--- config.mk ---
export PLATFORM = sky130hd
export DESIGN_NAME = lpc_core
export DESIGN_NICKNAME = d
export VERILOG_FILES = /design/src/core/lpc_pkg.sv /design/src/core/lpc_core.sv
export SDC_FILE = /design/constraint.sdc
export NUM_CORES = 1
export LEC_CHECK = 0
export BUFFER_PORTS_ARGS = -buffer_cell sky130_fd_sc_hd__buf_4
export CAP_MARGIN = 30
export CORE_ASPECT_RATIO = 0.9
export CORE_MARGIN = 10
export CORE_UTILIZATION = 40
export CTS_CLUSTER_DIAMETER = 120
export DETAILED_ROUTE_END_ITERATION = 6
export SYNTH_ARGS = -nofsm -noshare
export SYNTH_HDL_FRONTEND = slang
export SYNTH_SLANG_ARGS = --single-unit
--- constraint.sdc ---
create_clock -name mclk -period 14.8 [get_ports mclk]
set_input_delay 0.74 -clock mclk [delete_from_list [all_inputs] [get_ports mclk]]
set_output_delay 0.74 -clock mclk [all_outputs]
set_load 0.05 [all_outputs]
--- src/core/lpc_pkg.sv ---
// lpc_pkg: constants, command codes and carrier types of the lcd pointer and mode decoder
package lpc_pkg;

  // register byte offsets on the axi4-lite slave
  localparam logic [7:0]  LPC_OFS_DATA       = 8'h00;  // w: push parameter byte, r: last two
  localparam logic [7:0]  LPC_OFS_CMD        = 8'h04;  // w: execute command byte
  localparam logic [7:0]  LPC_OFS_CURSOR     = 8'h08;  // r: {row[12:8], col[6:0]}
  localparam logic [7:0]  LPC_OFS_OFFSET     = 8'h0C;  // r: glyph ram base field
  localparam logic [7:0]  LPC_OFS_ADDR_PTR   = 8'h10;  // r: display memory access pointer
  localparam logic [7:0]  LPC_OFS_TEXT_BASE  = 8'h14;  // r: text base address
  localparam logic [7:0]  LPC_OFS_TEXT_PITCH = 8'h18;  // r: text row pitch
  localparam logic [7:0]  LPC_OFS_GFX_BASE   = 8'h1C;  // r: graphic base address
  localparam logic [7:0]  LPC_OFS_GFX_PITCH  = 8'h20;  // r: graphic row pitch
  localparam logic [7:0]  LPC_OFS_MODE       = 8'h24;  // r: {glyph_ext[4], combine[3:0]}
  localparam logic [7:0]  LPC_OFS_STATUS     = 8'h28;  // r: {dual[8], hw cols[7:0]}

  // command codes
  localparam logic [7:0]  LPC_CMD_CURSOR     = 8'h21;
  localparam logic [7:0]  LPC_CMD_OFFSET     = 8'h22;
  localparam logic [7:0]  LPC_CMD_ADDR_PTR   = 8'h24;
  localparam logic [7:0]  LPC_CMD_TEXT_BASE  = 8'h40;
  localparam logic [7:0]  LPC_CMD_TEXT_PITCH = 8'h41;
  localparam logic [7:0]  LPC_CMD_GFX_BASE   = 8'h42;
  localparam logic [7:0]  LPC_CMD_GFX_PITCH  = 8'h43;
  localparam logic [3:0]  LPC_CMD_MODE_HI    = 4'h8;   // upper nibble of the mode command

  // combine field codes in the mode command
  localparam logic [2:0]  LPC_MODE_OR        = 3'h0;
  localparam logic [2:0]  LPC_MODE_XOR       = 3'h1;
  localparam logic [2:0]  LPC_MODE_AND       = 3'h3;
  localparam logic [2:0]  LPC_MODE_ATTR      = 3'h4;

  // glyph codes below this come from the built-in rom in internal mode
  localparam logic [7:0]  LPC_ROM_CODE_LIMIT = 8'h80;

  // attribute low-three-bit patterns
  localparam logic [2:0]  LPC_ATTR_NORMAL    = 3'h0;
  localparam logic [2:0]  LPC_ATTR_REVERSE   = 3'h5;
  localparam logic [2:0]  LPC_ATTR_INHIBIT   = 3'h3;
  localparam logic [2:0]  LPC_ATTR_BOLD      = 3'h7;

  // hardware column count by {column_strap_a, column_strap_b}
  localparam logic [7:0]  LPC_COLS_00        = 8'h28;
  localparam logic [7:0]  LPC_COLS_01        = 8'h40;
  localparam logic [7:0]  LPC_COLS_10        = 8'h50;
  localparam logic [7:0]  LPC_COLS_11        = 8'h20;

  // reset values and bus response codes
  localparam logic [15:0] LPC_RST_ADDR       = 16'h0000;
  localparam logic [7:0]  LPC_RST_PITCH      = 8'h00;
  localparam logic [1:0]  LPC_RESP_OKAY      = 2'h0;
  localparam logic [1:0]  LPC_RESP_SLVERR    = 2'h2;

  // combine mode, one-hot
  typedef enum logic [3:0]
  {
    LPC_CMB_OR   = 4'b0001,
    LPC_CMB_XOR  = 4'b0010,
    LPC_CMB_AND  = 4'b0100,
    LPC_CMB_ATTR = 4'b1000
  } lpc_combine_t;

  // scan address request and answer
  typedef struct packed {
    logic       valid;    // request strobe
    logic       graphic;  // 1: graphic/attribute area, 0: text area
    logic [7:0] row;      // zero-based row index
    logic [6:0] col;      // column within the row
  } lpc_scan_req_t;

  typedef struct packed {
    logic        valid;    // answer strobe
    logic        is_attr;  // graphic fetch is an attribute byte
    logic [15:0] addr;     // display memory address
  } lpc_scan_rsp_t;

  // glyph request and answer
  typedef struct packed {
    logic       valid;
    logic [7:0] code;      // character code
    logic [2:0] line;      // glyph row 0..7
  } lpc_glyph_req_t;

  typedef struct packed {
    logic        valid;
    logic        from_rom; // 1: built-in rom, 0: glyph ram area
    logic [15:0] addr;     // glyph ram address
  } lpc_glyph_rsp_t;

  // decoded attribute
  typedef struct packed {
    logic valid;
    logic reverse;
    logic inhibit;
    logic bold;
    logic blink;
  } lpc_attr_t;

  // strap pins after synchronisation
  typedef struct packed {
    logic col_a;
    logic col_b;
    logic dual;
  } lpc_strap_t;

endpackage

--- src/core/lpc_core.sv ---
// lpc_core: command decoder for cursor, pointers, control words, mode and attributes
//
// What this block does
// command 21h loads cursor column and row
// only cursor command changes the cursor
// keep seven column bits, five row bits
// dual scan: rows 10h-1Fh are lower half
// command 22h loads offset from first byte
// glyph address is offset, code, glyph row
// internal mode: codes below 80h from rom
// external mode: all codes from glyph ram
// command 24h loads access pointer low-high
// command 40h stores text base low-high
// text row starts base plus row times pitch
// command 42h stores graphic base low-high
// graphic row starts base plus row times pitch
// command 41h sets text pitch, host sends 00h
// command 43h sets graphic pitch, host sends 00h
// pitch equal columns gives contiguous graphic rows
// mode command: low bits combine, bit3 source
// mode held until next mode command
// attribute mode suppresses graphics, reads attributes
// host enables text and graphic for attributes
// decode attribute low nibble, d3 adds blink to listed patterns only
// host sends parameters before the command
// extra parameters: last one or two used
// host checks status before each transfer
// offset keeps five low bits only
// unlisted attribute patterns display as normal
`timescale 1ns/1ps
`default_nettype none

module lpc_core
(
  input  wire logic                    mclk,
  input  wire logic                    rst_n,
  // axi4-lite slave
  input  wire logic [7:0]              s_axi_awaddr,
  input  wire logic                    s_axi_awvalid,
  output var  logic                    s_axi_awready,
  input  wire logic [31:0]             s_axi_wdata,
  input  wire logic [3:0]              s_axi_wstrb,
  input  wire logic                    s_axi_wvalid,
  output var  logic                    s_axi_wready,
  output var  logic [1:0]              s_axi_bresp,
  output var  logic                    s_axi_bvalid,
  input  wire logic                    s_axi_bready,
  input  wire logic [7:0]              s_axi_araddr,
  input  wire logic                    s_axi_arvalid,
  output var  logic                    s_axi_arready,
  output var  logic [31:0]             s_axi_rdata,
  output var  logic [1:0]              s_axi_rresp,
  output var  logic                    s_axi_rvalid,
  input  wire logic                    s_axi_rready,
  // strap pins, asynchronous
  input  wire logic                    column_strap_a,
  input  wire logic                    column_strap_b,
  input  wire logic                    dual_scan_strap,
  // display scan side
  input  wire lpc_pkg::lpc_scan_req_t  scan_req,
  output var  lpc_pkg::lpc_scan_rsp_t  scan_rsp,
  input  wire lpc_pkg::lpc_glyph_req_t glyph_req,
  output var  lpc_pkg::lpc_glyph_rsp_t glyph_rsp,
  input  wire logic                    attr_valid,
  input  wire logic [7:0]              attr_byte,
  output var  lpc_pkg::lpc_attr_t      attr_out,
  output var  lpc_pkg::lpc_combine_t   combine_mode,
  output var  logic                    glyph_external,
  output var  logic                    graphic_suppress,
  output var  logic [6:0]              cursor_col,
  output var  logic [4:0]              cursor_row,
  output var  logic                    cursor_lower_half,
  output var  logic [15:0]             access_ptr,
  output var  logic [7:0]              hardware_column_count
);
  import lpc_pkg::*;

  // whole state of the block in one register
  typedef struct packed {
    logic           awready;
    logic           wready;
    logic           bvalid;
    logic [1:0]     bresp;
    logic           arready;
    logic           rvalid;
    logic [1:0]     rresp;
    logic [31:0]    rdata;
    logic           aw_got;      // write address held
    logic           w_got;       // write data held
    logic [7:0]     awaddr;
    logic [31:0]    wdata;
    logic [3:0]     wstrb;
    logic [7:0]     d1;          // older parameter byte
    logic [7:0]     d2;          // newer parameter byte
    logic [6:0]     cur_col;
    logic [4:0]     cur_row;
    logic           cur_lower;
    logic [4:0]     offset;
    logic [15:0]    adp;
    logic [15:0]    text_base;
    logic [7:0]     text_pitch;
    logic [15:0]    gfx_base;
    logic [7:0]     gfx_pitch;
    lpc_combine_t   combine;
    logic           glyph_ext;
    lpc_strap_t     strap_meta;  // first synchroniser stage, read only by strap
    lpc_strap_t     strap;       // second stage
    logic [7:0]     hw_cols;
    lpc_scan_rsp_t  scan;
    lpc_glyph_rsp_t glyph;
    lpc_attr_t      attr;
  } lpc_state_t;

  lpc_state_t st;                // registered state
  lpc_state_t next_st;           // next state
  logic       exec_cmd;          // command write completes this cycle
  logic       push_data;         // parameter write completes this cycle
  logic [7:0] cmd;               // command byte being executed

  // address decode shared by read and write paths
  function automatic logic lpc_mapped(input logic [7:0] a);
    lpc_mapped = (a[1:0] == 2'b00) && (a <= LPC_OFS_STATUS);
  endfunction

  // strap pair to visible column count
  function automatic logic [7:0] lpc_cols(input logic a, input logic b);
    unique case ({a, b})
      2'b00:   lpc_cols = LPC_COLS_00;
      2'b01:   lpc_cols = LPC_COLS_01;
      2'b10:   lpc_cols = LPC_COLS_10;
      default: lpc_cols = LPC_COLS_11;
    endcase
  endfunction

  // read mux; unmapped offsets read zero
  function automatic logic [31:0] lpc_read(input lpc_state_t s, input logic [7:0] a);
    unique case (a)
      LPC_OFS_DATA:       lpc_read = {16'h0000, s.d2, s.d1};
      LPC_OFS_CURSOR:     lpc_read = {19'h0_0000, s.cur_row, 1'b0, s.cur_col};
      LPC_OFS_OFFSET:     lpc_read = {27'h000_0000, s.offset};
      LPC_OFS_ADDR_PTR:   lpc_read = {16'h0000, s.adp};
      LPC_OFS_TEXT_BASE:  lpc_read = {16'h0000, s.text_base};
      LPC_OFS_TEXT_PITCH: lpc_read = {24'h00_0000, s.text_pitch};
      LPC_OFS_GFX_BASE:   lpc_read = {16'h0000, s.gfx_base};
      LPC_OFS_GFX_PITCH:  lpc_read = {24'h00_0000, s.gfx_pitch};
      LPC_OFS_MODE:       lpc_read = {27'h000_0000, s.glyph_ext, s.combine};
      LPC_OFS_STATUS:     lpc_read = {23'h00_0000, s.strap.dual, s.hw_cols};
      default:            lpc_read = 32'h0000_0000;
    endcase
  endfunction

  // next-state logic: bus slave, command decode, scan and glyph address generation
  always_comb
  begin
    next_st   = st;
    cmd       = st.wdata[7:0];
    exec_cmd  = 1'b0;
    push_data = 1'b0;

    // two-stage strap synchroniser; straps may move at any time
    next_st.strap_meta = '{col_a: column_strap_a, col_b: column_strap_b, dual: dual_scan_strap};
    next_st.strap      = st.strap_meta;
    next_st.hw_cols    = lpc_cols(st.strap.col_a, st.strap.col_b);

    // write address and data are taken independently, in either order
    if (s_axi_awvalid && st.awready)
    begin
      next_st.aw_got  = 1'b1;
      next_st.awaddr  = s_axi_awaddr;
      next_st.awready = 1'b0;
    end
    if (s_axi_wvalid && st.wready)
    begin
      next_st.w_got  = 1'b1;
      next_st.wdata  = s_axi_wdata;
      next_st.wstrb  = s_axi_wstrb;
      next_st.wready = 1'b0;
    end

    // both halves held: perform the write and raise the response
    if (st.aw_got && st.w_got && !st.bvalid)
    begin
      next_st.aw_got = 1'b0;
      next_st.w_got  = 1'b0;
      next_st.bvalid = 1'b1;
      next_st.bresp  = lpc_mapped(st.awaddr) ? LPC_RESP_OKAY : LPC_RESP_SLVERR;
      // byte lane 0 carries every writable byte; other lanes are ignored
      if (st.wstrb[0])
      begin
        push_data = (st.awaddr == LPC_OFS_DATA);
        exec_cmd  = (st.awaddr == LPC_OFS_CMD);
      end
    end
    if (st.bvalid && s_axi_bready)
    begin
      // only one write in flight, so both channels reopen together
      next_st.bvalid  = 1'b0;
      next_st.awready = 1'b1;
      next_st.wready  = 1'b1;
    end

    // parameter stack: newest two bytes survive any surplus
    if (push_data)
    begin
      next_st.d1 = st.d2;
      next_st.d2 = cmd;
    end

    // command decode; host has stacked its operands beforehand
    if (exec_cmd)
    begin
      if (cmd == LPC_CMD_CURSOR)
      begin
        // only this path writes the cursor
        next_st.cur_col = st.d1[6:0];
        next_st.cur_row = st.d2[4:0];
      end
      else if (cmd == LPC_CMD_OFFSET)
        next_st.offset = st.d1[4:0];   // upper bits and d2 ignored
      else if (cmd == LPC_CMD_ADDR_PTR)
        next_st.adp = {st.d2, st.d1};
      else if (cmd == LPC_CMD_TEXT_BASE)
        next_st.text_base = {st.d2, st.d1};
      else if (cmd == LPC_CMD_TEXT_PITCH)
        next_st.text_pitch = st.d1;    // second byte is the host's 00h
      else if (cmd == LPC_CMD_GFX_BASE)
        next_st.gfx_base = {st.d2, st.d1};
      else if (cmd == LPC_CMD_GFX_PITCH)
        next_st.gfx_pitch = st.d1;
      else if (cmd[7:4] == LPC_CMD_MODE_HI)
      begin
        // mode fields change nowhere else
        next_st.glyph_ext = cmd[3];
        unique case (cmd[2:0])
          LPC_MODE_OR:   next_st.combine = LPC_CMB_OR;
          LPC_MODE_XOR:  next_st.combine = LPC_CMB_XOR;
          LPC_MODE_AND:  next_st.combine = LPC_CMB_AND;
          LPC_MODE_ATTR: next_st.combine = LPC_CMB_ATTR;
          default:       next_st.combine = LPC_CMB_OR;  // unlisted combine codes act as or
        endcase
      end
    end

    // lower-half flag only exists when the panel is strapped for dual scan
    next_st.cur_lower = st.strap.dual && st.cur_row[4];

    // read channel: answer one cycle after the address is taken
    if (s_axi_arvalid && st.arready)
    begin
      next_st.arready = 1'b0;
      next_st.rvalid  = 1'b1;
      next_st.rdata   = lpc_read(st, s_axi_araddr);
      next_st.rresp   = lpc_mapped(s_axi_araddr) ? LPC_RESP_OKAY : LPC_RESP_SLVERR;
    end
    if (st.rvalid && s_axi_rready)
    begin
      next_st.rvalid  = 1'b0;
      next_st.arready = 1'b1;
    end

    // scan address: base + row * pitch + column, registered one cycle
    next_st.scan.valid   = scan_req.valid;
    next_st.scan.is_attr = scan_req.graphic && (st.combine == LPC_CMB_ATTR);
    if (scan_req.graphic)
      next_st.scan.addr = st.gfx_base + ({8'h00, scan_req.row} * {8'h00, st.gfx_pitch})
                          + {9'h000, scan_req.col};
    else
      next_st.scan.addr = st.text_base + ({8'h00, scan_req.row} * {8'h00, st.text_pitch})
                          + {9'h000, scan_req.col};

    // glyph address and source choice
    next_st.glyph.valid    = glyph_req.valid;
    next_st.glyph.addr     = {st.offset, glyph_req.code, glyph_req.line};
    next_st.glyph.from_rom = !st.glyph_ext && (glyph_req.code < LPC_ROM_CODE_LIMIT);

    // attribute decode; upper nibble never looked at
    next_st.attr = '{valid: attr_valid, reverse: 1'b0, inhibit: 1'b0, bold: 1'b0, blink: 1'b0};
    unique case (attr_byte[2:0])
      LPC_ATTR_NORMAL:  next_st.attr.blink = attr_byte[3];
      LPC_ATTR_REVERSE:
      begin
        next_st.attr.reverse = 1'b1;
        next_st.attr.blink   = attr_byte[3];
      end
      LPC_ATTR_INHIBIT:
      begin
        next_st.attr.inhibit = 1'b1;
        next_st.attr.blink   = attr_byte[3];
      end
      LPC_ATTR_BOLD:
      begin
        next_st.attr.bold  = 1'b1;
        next_st.attr.blink = attr_byte[3];
      end
      default:          next_st.attr.blink = 1'b0;  // unlisted: plain normal
    endcase
  end

  // state register with synchronous reset
  always_ff @(posedge mclk)
  begin
    if (!rst_n)
    begin
      st            <= '0;
      st.awready    <= 1'b1;
      st.wready     <= 1'b1;
      st.arready    <= 1'b1;
      st.adp        <= LPC_RST_ADDR;
      st.text_base  <= LPC_RST_ADDR;
      st.gfx_base   <= LPC_RST_ADDR;
      st.text_pitch <= LPC_RST_PITCH;
      st.gfx_pitch  <= LPC_RST_PITCH;
      st.combine    <= LPC_CMB_OR;
      st.hw_cols    <= LPC_COLS_00;
    end
    else
      st <= next_st;
  end

  // outputs straight from the state register
  assign s_axi_awready         = st.awready;
  assign s_axi_wready          = st.wready;
  assign s_axi_bresp           = st.bresp;
  assign s_axi_bvalid          = st.bvalid;
  assign s_axi_arready         = st.arready;
  assign s_axi_rdata           = st.rdata;
  assign s_axi_rresp           = st.rresp;
  assign s_axi_rvalid          = st.rvalid;
  assign scan_rsp              = st.scan;
  assign glyph_rsp             = st.glyph;
  assign attr_out              = st.attr;
  assign combine_mode          = st.combine;
  assign glyph_external        = st.glyph_ext;
  assign graphic_suppress      = st.combine[3];  // attribute bit of the one-hot flop
  assign cursor_col            = st.cur_col;
  assign cursor_row            = st.cur_row;
  assign cursor_lower_half     = st.cur_lower;
  assign access_ptr            = st.adp;
  assign hardware_column_count = st.hw_cols;
endmodule

`default_nettype wire

### Word-level counts from Yosys, hierarchy flattened

Index checks and enable logic that the tools add are counted.
W data, S select, Z words.

| word-level totals | value |
|---|---|
| output and inout port bits | 125 |
| register bits after elaboration | 218 |
| word-level logic and storage cells | 134 |
| input bits | 100 |

| cells by class | value |
|---|---|
| multipliers | 2 |
| multiplexer cells | 13 |
| equality and inequality tests | 27 |
| magnitude comparators | 3 |
| add/sub/neg operators | 4 |
| bitwise operators | 8 |
| reduce and logical (&&, ||, !) cells | 33 |

Operators with widths:

| operator | number |
|---|---|
| $pmux W16 S10 | 1 |
| $eq A8 B6 Y1 const B | 6 |
| $add A16 B16 Y16 | 2 |
| $add A16 B7 Y16 | 2 |
| $eq A8 B5 Y1 const B | 4 |
| $eq A8 B7 Y1 const B | 4 |
| $mul A8 B8 Y16 | 2 |
| $pmux W7 S3 | 1 |
| $eq A8 B4 Y1 const B | 2 |
| $le A8 B6 Y1 const B | 2 |
| $logic_not A8 Y1 | 2 |
| $mux W16 | 1 |
| $logic_and A1 B1 Y1 | 12 |
| $pmux W4 S3 | 1 |
| $eq A3 B3 Y1 const B | 3 |
| $reduce_and A9 Y1 | 1 |
| $eq A4 B4 Y1 const B | 2 |
| $eq A8 B3 Y1 const B | 1 |
| $lt A8 B8 Y1 const B | 1 |
| $not A1 Y1 | 8 |
| $reduce_and A8 Y1 | 1 |
| $mux W1 | 7 |
| $reduce_and A7 Y1 | 1 |
| $eq A3 B2 Y1 const B | 2 |
| other kinds (14) | 21 |

### Logic depth before layout (Yosys ltp)

Gate-level depths: netlist of the first run.

| logic depth | value |
|---|---|
| depth after elaboration | 4 |
| depth in mapped cells | 19 |
| depth with buffers taken out | 18 |

### Least setup slack after synthesis of the first run

No wires, ideal clock.

| timing path | value |
|---|---|
| path type | in2reg |
| start | in scan_req[13] (netlist bit) |
| end | reg st, in the netlist scan_rsp[15] |
| setup time | 0.058 ns |
| stages | 19 |
| arrival time | 5.486 ns |
| path buffers | 1 |
| setup slack | 9.256 ns |
| data required time | 14.742 ns |
| cell sequence | clkbuf_1 > nand2_1 > fa_1 > inv_1 > fa_1 > inv_1 > fa_1 > inv_1 > fa_1 > inv_1 > fa_1 > inv_1 > ha_1 > o21a_1 > o2111a_1 > a211o_1 > a311oi_1 > mux2i_1 > o211a_1 |

| between the ends | value |
|---|---|
| longest elaborated chain between the ends | 4 |
| elaborated cells on any way between the ends | 7 |
| classes of those cells | add/sub (4); mul (2); mux (1) |

Ends and longest elaborated chain:

| element | line | RTL |
|---|---|---|
| start, declared | lpc_core.sv:60 | `input wire lpc_pkg::lpc_scan_req_t scan_req,` |
| $mul A8 B8 Y16 (on tied branches) | lpc_core.sv:268, lpc_core.sv:265 |  |
| $add A16 B16 Y16 (on tied branches) | lpc_core.sv:268, lpc_core.sv:265 |  |
| $add A16 B7 Y16 (on tied branches) | lpc_core.sv:269, lpc_core.sv:266 |  |
| $mux W16 (*) | lpc_core.sv:264 | `if (scan_req.graphic)` |
| end signal, assigned | lpc_core.sv:317 | `st <= next_st;` |
| end, declared | lpc_core.sv:114 | `lpc_state_t st;` |

Mark *: on every way between the ends. The rest lies on a longest branch, timed or not.
A chain may end at the register's enable or synchronous reset.

### Worst setup path in the final report of the first run

| timing path | value |
|---|---|
| start | reg st[85] (netlist bit) |
| end | reg st, in the netlist scan_rsp[14] |

| between the ends | value |
|---|---|
| longest elaborated chain between the ends | 4 |

Ends and longest elaborated chain:

| element | line | RTL |
|---|---|---|
| $mul A8 B8 Y16 | lpc_core.sv:268 | `next_st.scan.addr = st.text_base + ({8'h00, scan_req.row} * {8'h00, st.text_pitch})` |
| $add A16 B16 Y16 | lpc_core.sv:268 |  |
| $add A16 B7 Y16 | lpc_core.sv:269 | `+ {9'h000, scan_req.col};` |
| $mux W16 | lpc_core.sv:264 |  |

Every way passes these cells.

==> flow_summary.yaml, run 1 <==
timing:
  rsz0062_at_grt: "false"
  finalCritPeriodShare_pct: 38.5
  setup_tns_ns: 0
  hold_viol_final: 0
  report.final.slew_viol_count: 0
  slew_headroom_pct: 29.9
  period_needed_ns: 5.70
  setup_viol: 0
  whs_ns: 0.434
  fmax_ghz: 0.175
  layout_setup_ws_ns: 9.10
  tightest_slew_ns: 1.05
  clock_skew_ns: 0.0151
clock_network:
  cts_resized: 0
  clock_sinks: 196
  htreeDepth: 4
  cts_root_buf: "clkbuf_16"
  post_cts_buffers: 0
  cts.clk_slew.worst_paths_ns: 0.07
  cts_max_path_buffers: 2
  cts_tree: "yes"
  cts_hold_buf: 0
  numCtsBuffers: 17
  insertion_delay_ns: 0.46
worst_hold_path:
  holdPathEnd: "st[50]$_SDFF_PN0_"
  hold_path_depth: 1
  hold_class: "flop to flop"
  hold_path.startpoint: "next_st[50]$_SDFF_PN0_"
run:
  cap_violations: 0
place:
  place_area_um2: 15400
  hpwl_um: 31500
  gp_congestion: 0.891
  pre_cts_ws_ns: 8.72
  dp_cells: 2059
  io_buffers: 171
setup_path:
  startpoint_type: "flop"
  cpPeakStageDelay_ns: 0.67
  cp_slowest_cell: "dfxtp_1"
  cpLargestDelayFamily: "adder cells"
  rr_worst_depth: 18
  path_cells: "nand2_1 > fa_1 > inv_1 > fa_1 > inv_1 > fa_1 > inv_1 > fa_1 > inv_1 > fa_1 > inv_1 > ha_1 > or3_1 > a221oi_1 > o21ai_0 > a311oi_1 > xor2_1 > o22ai_1"
  crit_buf_inv: 5
  worstPathMaxFanout: 10
  crit_type: "flop to flop"
  r2r-start: "st[85]$_SDFFE_PN0P_"
  crit_path_end_kind: "flop"
  arrival_ns: 6.02
  crit_required_ns: 15.12
  r2r_slack_ns: 9.10
  reg2reg_to: "scan_rsp[14]$_SDFF_PN0_"
logic_synthesis:
  synth_most_common_cell: "dfxtp_1"
  syn_area_um2: 14600
  synth_cell_types: 74
  synth-seq-cells: 196
  yosysTopAreaCell: "dfxtp_1"
  synthFlopType: "dfxtp_1"
  synth_top_area_share_pct: 26.8
  netlist_instances: 1586
  synth.top_cells.by_area: "dfxtp_1, fa_1, ha_1"
  synth_edf_count: 0
  synth_common_cells: "dfxtp_1, nand2_1, inv_1"
  avgSynthCellArea_um2: 9.23
  yosys_warnings: 0
  ys_seq_area_share_pct: 26.8
  async_reset_ff_share_pct: 0
cells_and_area:
  filler_cell_count: 3562
  final_nets: 1908
  fin_area_um2: 16000
  layout-drive-gt1-share_pct: 15.0
  antenna_cells: 0
  fin_cells: 2091
  area_delta_synth_final_pct: 9.28
  fin_util_pct: 44.2
routing:
  top_layer_used: "met4"
  first_iter_violations: 748
  wl_per_cell_um: 19.6
  wl_met3_um: 2630
  drcViolationCount: 0
  routed_via_density: 5.08
  vias: 10600
  wl_met1_um: 19400
  ant_nets: 0
  finalWirelength_um: 41000
  wl_met2_um: 18400
  drt_first_pass_iters: 5
die:
  ios: 225
  die_w_um: 222
  core-area_um2: 36200
  start_util_pct: 40.5
  die_y_um: 201
  die-area_um2: 44700
  row_count: 66
power_and_ir_drop:
  p_leak_nw: 7.48
  internal_power_mw: 0.834
  power_switching_share_pct: 28.6
  p_total_mw: 1.17
  power_frac_comb_pct: 12.2
  max-vdd-ir-drop_v: 0.000100
  power_frac_clock_pct: 40.7
  seqPwrFrac_pct: 47.0
  p_switching_mw: 0.334
  p_per_area_nw_per_um2: 73.0
global_route:
  grt_pass1_wl_um: 64600
  overflow: 0
  grt_pass1_vias: 11000
  grt_max_degree: 90
  track_usage_pct: 18.3
  grt_antenna_before_repair: 0
outcome:
  status: "completed"
kinds of logic (layout without fill, tap and decap cells):
kind of cell	after synthesis	after routing	synth area share (%)
buffers and inverters	358	366	12.6
DFF	196	196	26.8
other	1	22	0.0256
AOI/OAI and AO/OA	214	214	10.3
xor gates and xnor gates	32	32	1.91
muxes	108	108	7.49
adders and majority gates	206	206	23.1
and+or+nand+nor	471	471	17.7
power groups by stage:
stage,Combinational (mW),Clock [mW],Sequential [mW]
finish,0.143,0.475,0.549
global route,0.154,0.509,0.551
CTS,0.144,0.487,0.549
detailed placement,0.143,0,0.562
global placement,0.141,0,0.561
floorplan,0.110,0,0.560
worst max path at each step:
stage                              startpoint                       to  slack (ns)  depth (start not counted)
after floorplan                  scan_req[13]  scan_rsp[15]$_SDFF_PN0_        9.26                         19
after global placement           scan_req[13]  scan_rsp[14]$_SDFF_PN0_        8.71                         19
after detailed placement         scan_req[13]  scan_rsp[14]$_SDFF_PN0_        8.72                         19
after CTS                 st[85]$_SDFFE_PN0P_  scan_rsp[14]$_SDFF_PN0_        8.99                         18
after global routing      st[85]$_SDFFE_PN0P_  scan_rsp[14]$_SDFF_PN0_        8.82                         18
final                     st[85]$_SDFFE_PN0P_  scan_rsp[14]$_SDFF_PN0_        9.10                         18
registers in the layout (all words and copies together), names as in the netlist, 4 cells and up:
| signal | flops |
|---|---|
| st | 78 |
| glyph_rsp | 18 |
| scan_rsp | 18 |
| access_ptr | 16 |
| s_axi_rdata | 16 |
| cmd | 8 |
| next_st | 8 |
| cursor_col | 7 |
| attr_out | 5 |
| cursor_row | 5 |
| combine_mode | 4 |
| hardware_column_count | 4 |
per-layer routing:
layer,up-vias,global-route usage (%)
met5,-,0
met4,0,4.35
met3,33,4.58
met2,278,28.5
met1,5236,24.8
li1,5075,-
placed cells by master, fill, tap and decap left out, types with 22 or more instances in the layout:
cell / instances
a21boi_0: 25
a21oi_1: 31
and2_1: 107
buf_4: 179
conb_1: 22
dfxtp_1: 196
fa_1: 108
ha_1: 98
inv_1: 153
mux2i_1: 105
nand2_1: 154
nor2_1: 41
nor2b_1: 96
o21ai_0: 37
cell type report:
type                    count  area, um2  area share (%)
clock inverters            12        135           0.845
multi-input cells        1053       8950            56.0
flip-flops and latches    196       3920            24.5
well taps                 476        596            3.72
inverters                 154        578            3.61
repair buffers            180       1360            8.47
clock buffers              20        457            2.85
No activity file was read; power rests on OpenSTA's default activity.
==> run 2, diff against run 1 <==
--- a/config.mk
+++ b/config.mk
@@ -5,6 +5,7 @@
 export SDC_FILE = /design/constraint.sdc
 export NUM_CORES = 1
 export LEC_CHECK = 0
+export ABC_AREA = 1
 export BUFFER_PORTS_ARGS = -buffer_cell sky130_fd_sc_hd__buf_4
 export CAP_MARGIN = 30
 export CORE_ASPECT_RATIO = 0.9
==> constraint.sdc (replaced) <==
create_clock -name mclk -period 5.5 [get_ports mclk]
set_input_delay 0.275 -clock mclk [delete_from_list [all_inputs] [get_ports mclk]]
set_output_delay 0.275 -clock mclk [all_outputs]
set_load 0.05 [all_outputs]
==> flow_summary.yaml, run 2 <==
outcome:
  status: "completed"
timing:
  setup_tns_ns: 0
  clock_skew_ns: 0.0130
  hold_viol_final: 0
  tightest_slew_ns: 0.881
  rsz0062_at_grt: "false"
  finalCritPeriodShare_pct: 88.6
  report.final.slew_viol_count: 0
  fmax_ghz: 0.205
  setup_viol: 0
  slew_headroom_pct: 41.0
  period_needed_ns: 4.87
logic_synthesis:
  syn_area_um2: 14800
  avgSynthCellArea_um2: 7.10
  netlist_instances: 2078
  synth_common_cells: "nand2_1, inv_1, nor2_1"
  synth_cell_types: 41
  ys_seq_area_share_pct: 26.6
  synth_most_common_cell: "nand2_1"
  yosys_warnings: 0
  synth-seq-cells: 196
  synth_top_area_share_pct: 26.6
  yosysTopAreaCell: "dfxtp_1"
  synth_edf_count: 0
  async_reset_ff_share_pct: 0
  synthFlopType: "dfxtp_1"
  synth.top_cells.by_area: "dfxtp_1, fa_1, nand2_1"
die:
  die_w_um: 222
  row_count: 66
  start_util_pct: 40.7
  core-area_um2: 36300
  ios: 225
  die-area_um2: 45000
  die_y_um: 202
setup_path:
  r2r_slack_ns: 0.63
  crit_path_end_kind: "flop"
  crit_required_ns: 5.84
  reg2reg_to: "scan_rsp[14]$_SDFF_PN0_"
  worstPathMaxFanout: 10
  startpoint_type: "flop"
  r2r-start: "st[84]$_SDFFE_PN0P_"
  arrival_ns: 5.21
  rr_worst_depth: 19
  crit_type: "flop to flop"
global_route:
  grt_max_degree: 81
  overflow: 0
  grt_pass1_wl_um: 68500
  track_usage_pct: 19.1
  grt_pass1_vias: 12300
  grt_antenna_before_repair: 0
routing:
  drt_first_pass_iters: 5
  vias: 12600
  wl_per_cell_um: 16.9
  ant_nets: 0
  finalWirelength_um: 44000
  first_iter_violations: 1031
  drcViolationCount: 0
  routed_via_density: 4.86
clock_network:
  cts_root_buf: "clkbuf_16"
  cts_tree: "yes"
  htreeDepth: 4
  post_cts_buffers: 0
  cts_max_path_buffers: 2
  clock_sinks: 196
  numCtsBuffers: 17
  cts.clk_slew.worst_paths_ns: 0.08
  insertion_delay_ns: 0.45
cells_and_area:
  fin_cells: 2599
  area_delta_synth_final_pct: 10.4
  final_nets: 2416
  top_register: "st"
  layout-drive-gt1-share_pct: 11.3
  antenna_cells: 0
  filler_cell_count: 3718
  fin_area_um2: 16300
  layout_commonest_cell: "nand2_1"
  final_cell_mix: "nand2_1, inv_1, nor2_1, dfxtp_1, buf_4"
  largest_reg_flops: 78
worst_hold_path:
  holdPathEnd: "s_axi_arready$_SDFFE_PP1P_"
  hold_path.startpoint: "s_axi_rready"
  hold_path_depth: 3
  hold_class: "primary input to flop"
place:
  place_area_um2: 15500
  gp_congestion: 0.911
  io_buffers: 171
  dp_cells: 2548
  hpwl_um: 34500
run:
  cap_violations: 0
power_and_ir_drop:
  p_leak_nw: 8.98
  max-vdd-ir-drop_v: 0.000188
  p_per_area_nw_per_um2: 191
[run 2: changes by cell type after synthesis, sizes merged, moves of 69 or more]
cell	delta
mux2i	-105
a21oi	+69
and2	-108
nand3	+78
nor2	+189
nor2b	-96
nand2	+380
inv	+199
[run 2: critical path: stages (launching register included)]
cell     delay (ns)
dfxtp_1        0.58
nand2_1        0.15
fa_1           0.54
inv_1          0.06
fa_1           0.50
inv_1          0.06
fa_1           0.53
inv_1          0.05
fa_1           0.47
inv_1          0.05
fa_1           0.47
inv_1          0.04
ha_1           0.33
nand2_1        0.11
nor2_1         0.22
nand3_1        0.16
nand3_1        0.12
nand2_1        0.06
nor2_1         0.23
nor2_1         0.06
[run 2: per-stage QoR]
stage	hold WS (ns)	utilization (%)	power, mW	setup WS [ns]
global placement	0.394	42.8	1.84	0.755
finish	0.0506	45.0	3.12	0.627
detailed placement	0.402	42.8	1.84	0.646
global route	0.0762	45.0	3.23	0.403
CTS	0.0302	45.0	3.14	0.685
floorplan	0.347	-	1.75	0.897
[run 2: how the worst max path moves through the flow]
stage | from | end | slack, ns
3_3_place_gp | scan_req[13] | scan_rsp[15]$_SDFF_PN0_ | 0.76
2_1_floorplan | scan_req[13] | scan_rsp[8]$_SDFF_PN0_ | 0.90
3_5_place_dp | st[84]$_SDFFE_PN0P_ | scan_rsp[14]$_SDFF_PN0_ | 0.65
5_1_grt | st[84]$_SDFFE_PN0P_ | scan_rsp[14]$_SDFF_PN0_ | 0.40
6_report | st[84]$_SDFFE_PN0P_ | scan_rsp[14]$_SDFF_PN0_ | 0.63
4_1_cts | st[84]$_SDFFE_PN0P_ | scan_rsp[14]$_SDFF_PN0_ | 0.68
[run 2: power by group]
part	total (mW)	internal, mW	switching [mW]
sequential	1.47	1.45	0.0204
clock	1.30	0.686	0.613
combinational	0.351	0.105	0.246
total	3.12	2.24	0.880
[run 2: layout make-up]
cell class	instances	area [um2]	share of cell area [%]
tap	476	596	3.65
clock buffer	19	433	2.66
timing repair buffer	197	1530	9.37
sequential	196	3920	24.1
inverter	353	1330	8.15
multi-input combinational	1345	8320	51.1
clock inverter	13	170	1.04
[run 2: cells by family after synthesis]
logic type	Yosys count	synth area share, %
adders and majority gates	206	23.0
other	1	0.0254
xor gates and xnor gates	9	0.534
and+or+nand+nor	895	24.9
AOI/OAI and AO/OA	213	7.38
buffers and inverters	558	17.6
DFF	196	26.6
[run 2: what timing repair did]
action                     4_1_cts  5_1_grt
hold buffers                    19        0
hold endpoints to repair        20        0
setup endpoints to repair        0        0
gates resized for setup          0        0
[run 2: routing by layer]
metal | wire (um) | vias up | global-route usage (%)
li1 | - | 6220 | -
met3 | 2760 | 64 | 3.35
met4 | 1070 | 0 | 6.12
met5 | 0 | - | 0
met2 | 20800 | 401 | 32.0
met1 | 19400 | 5952 | 24.4
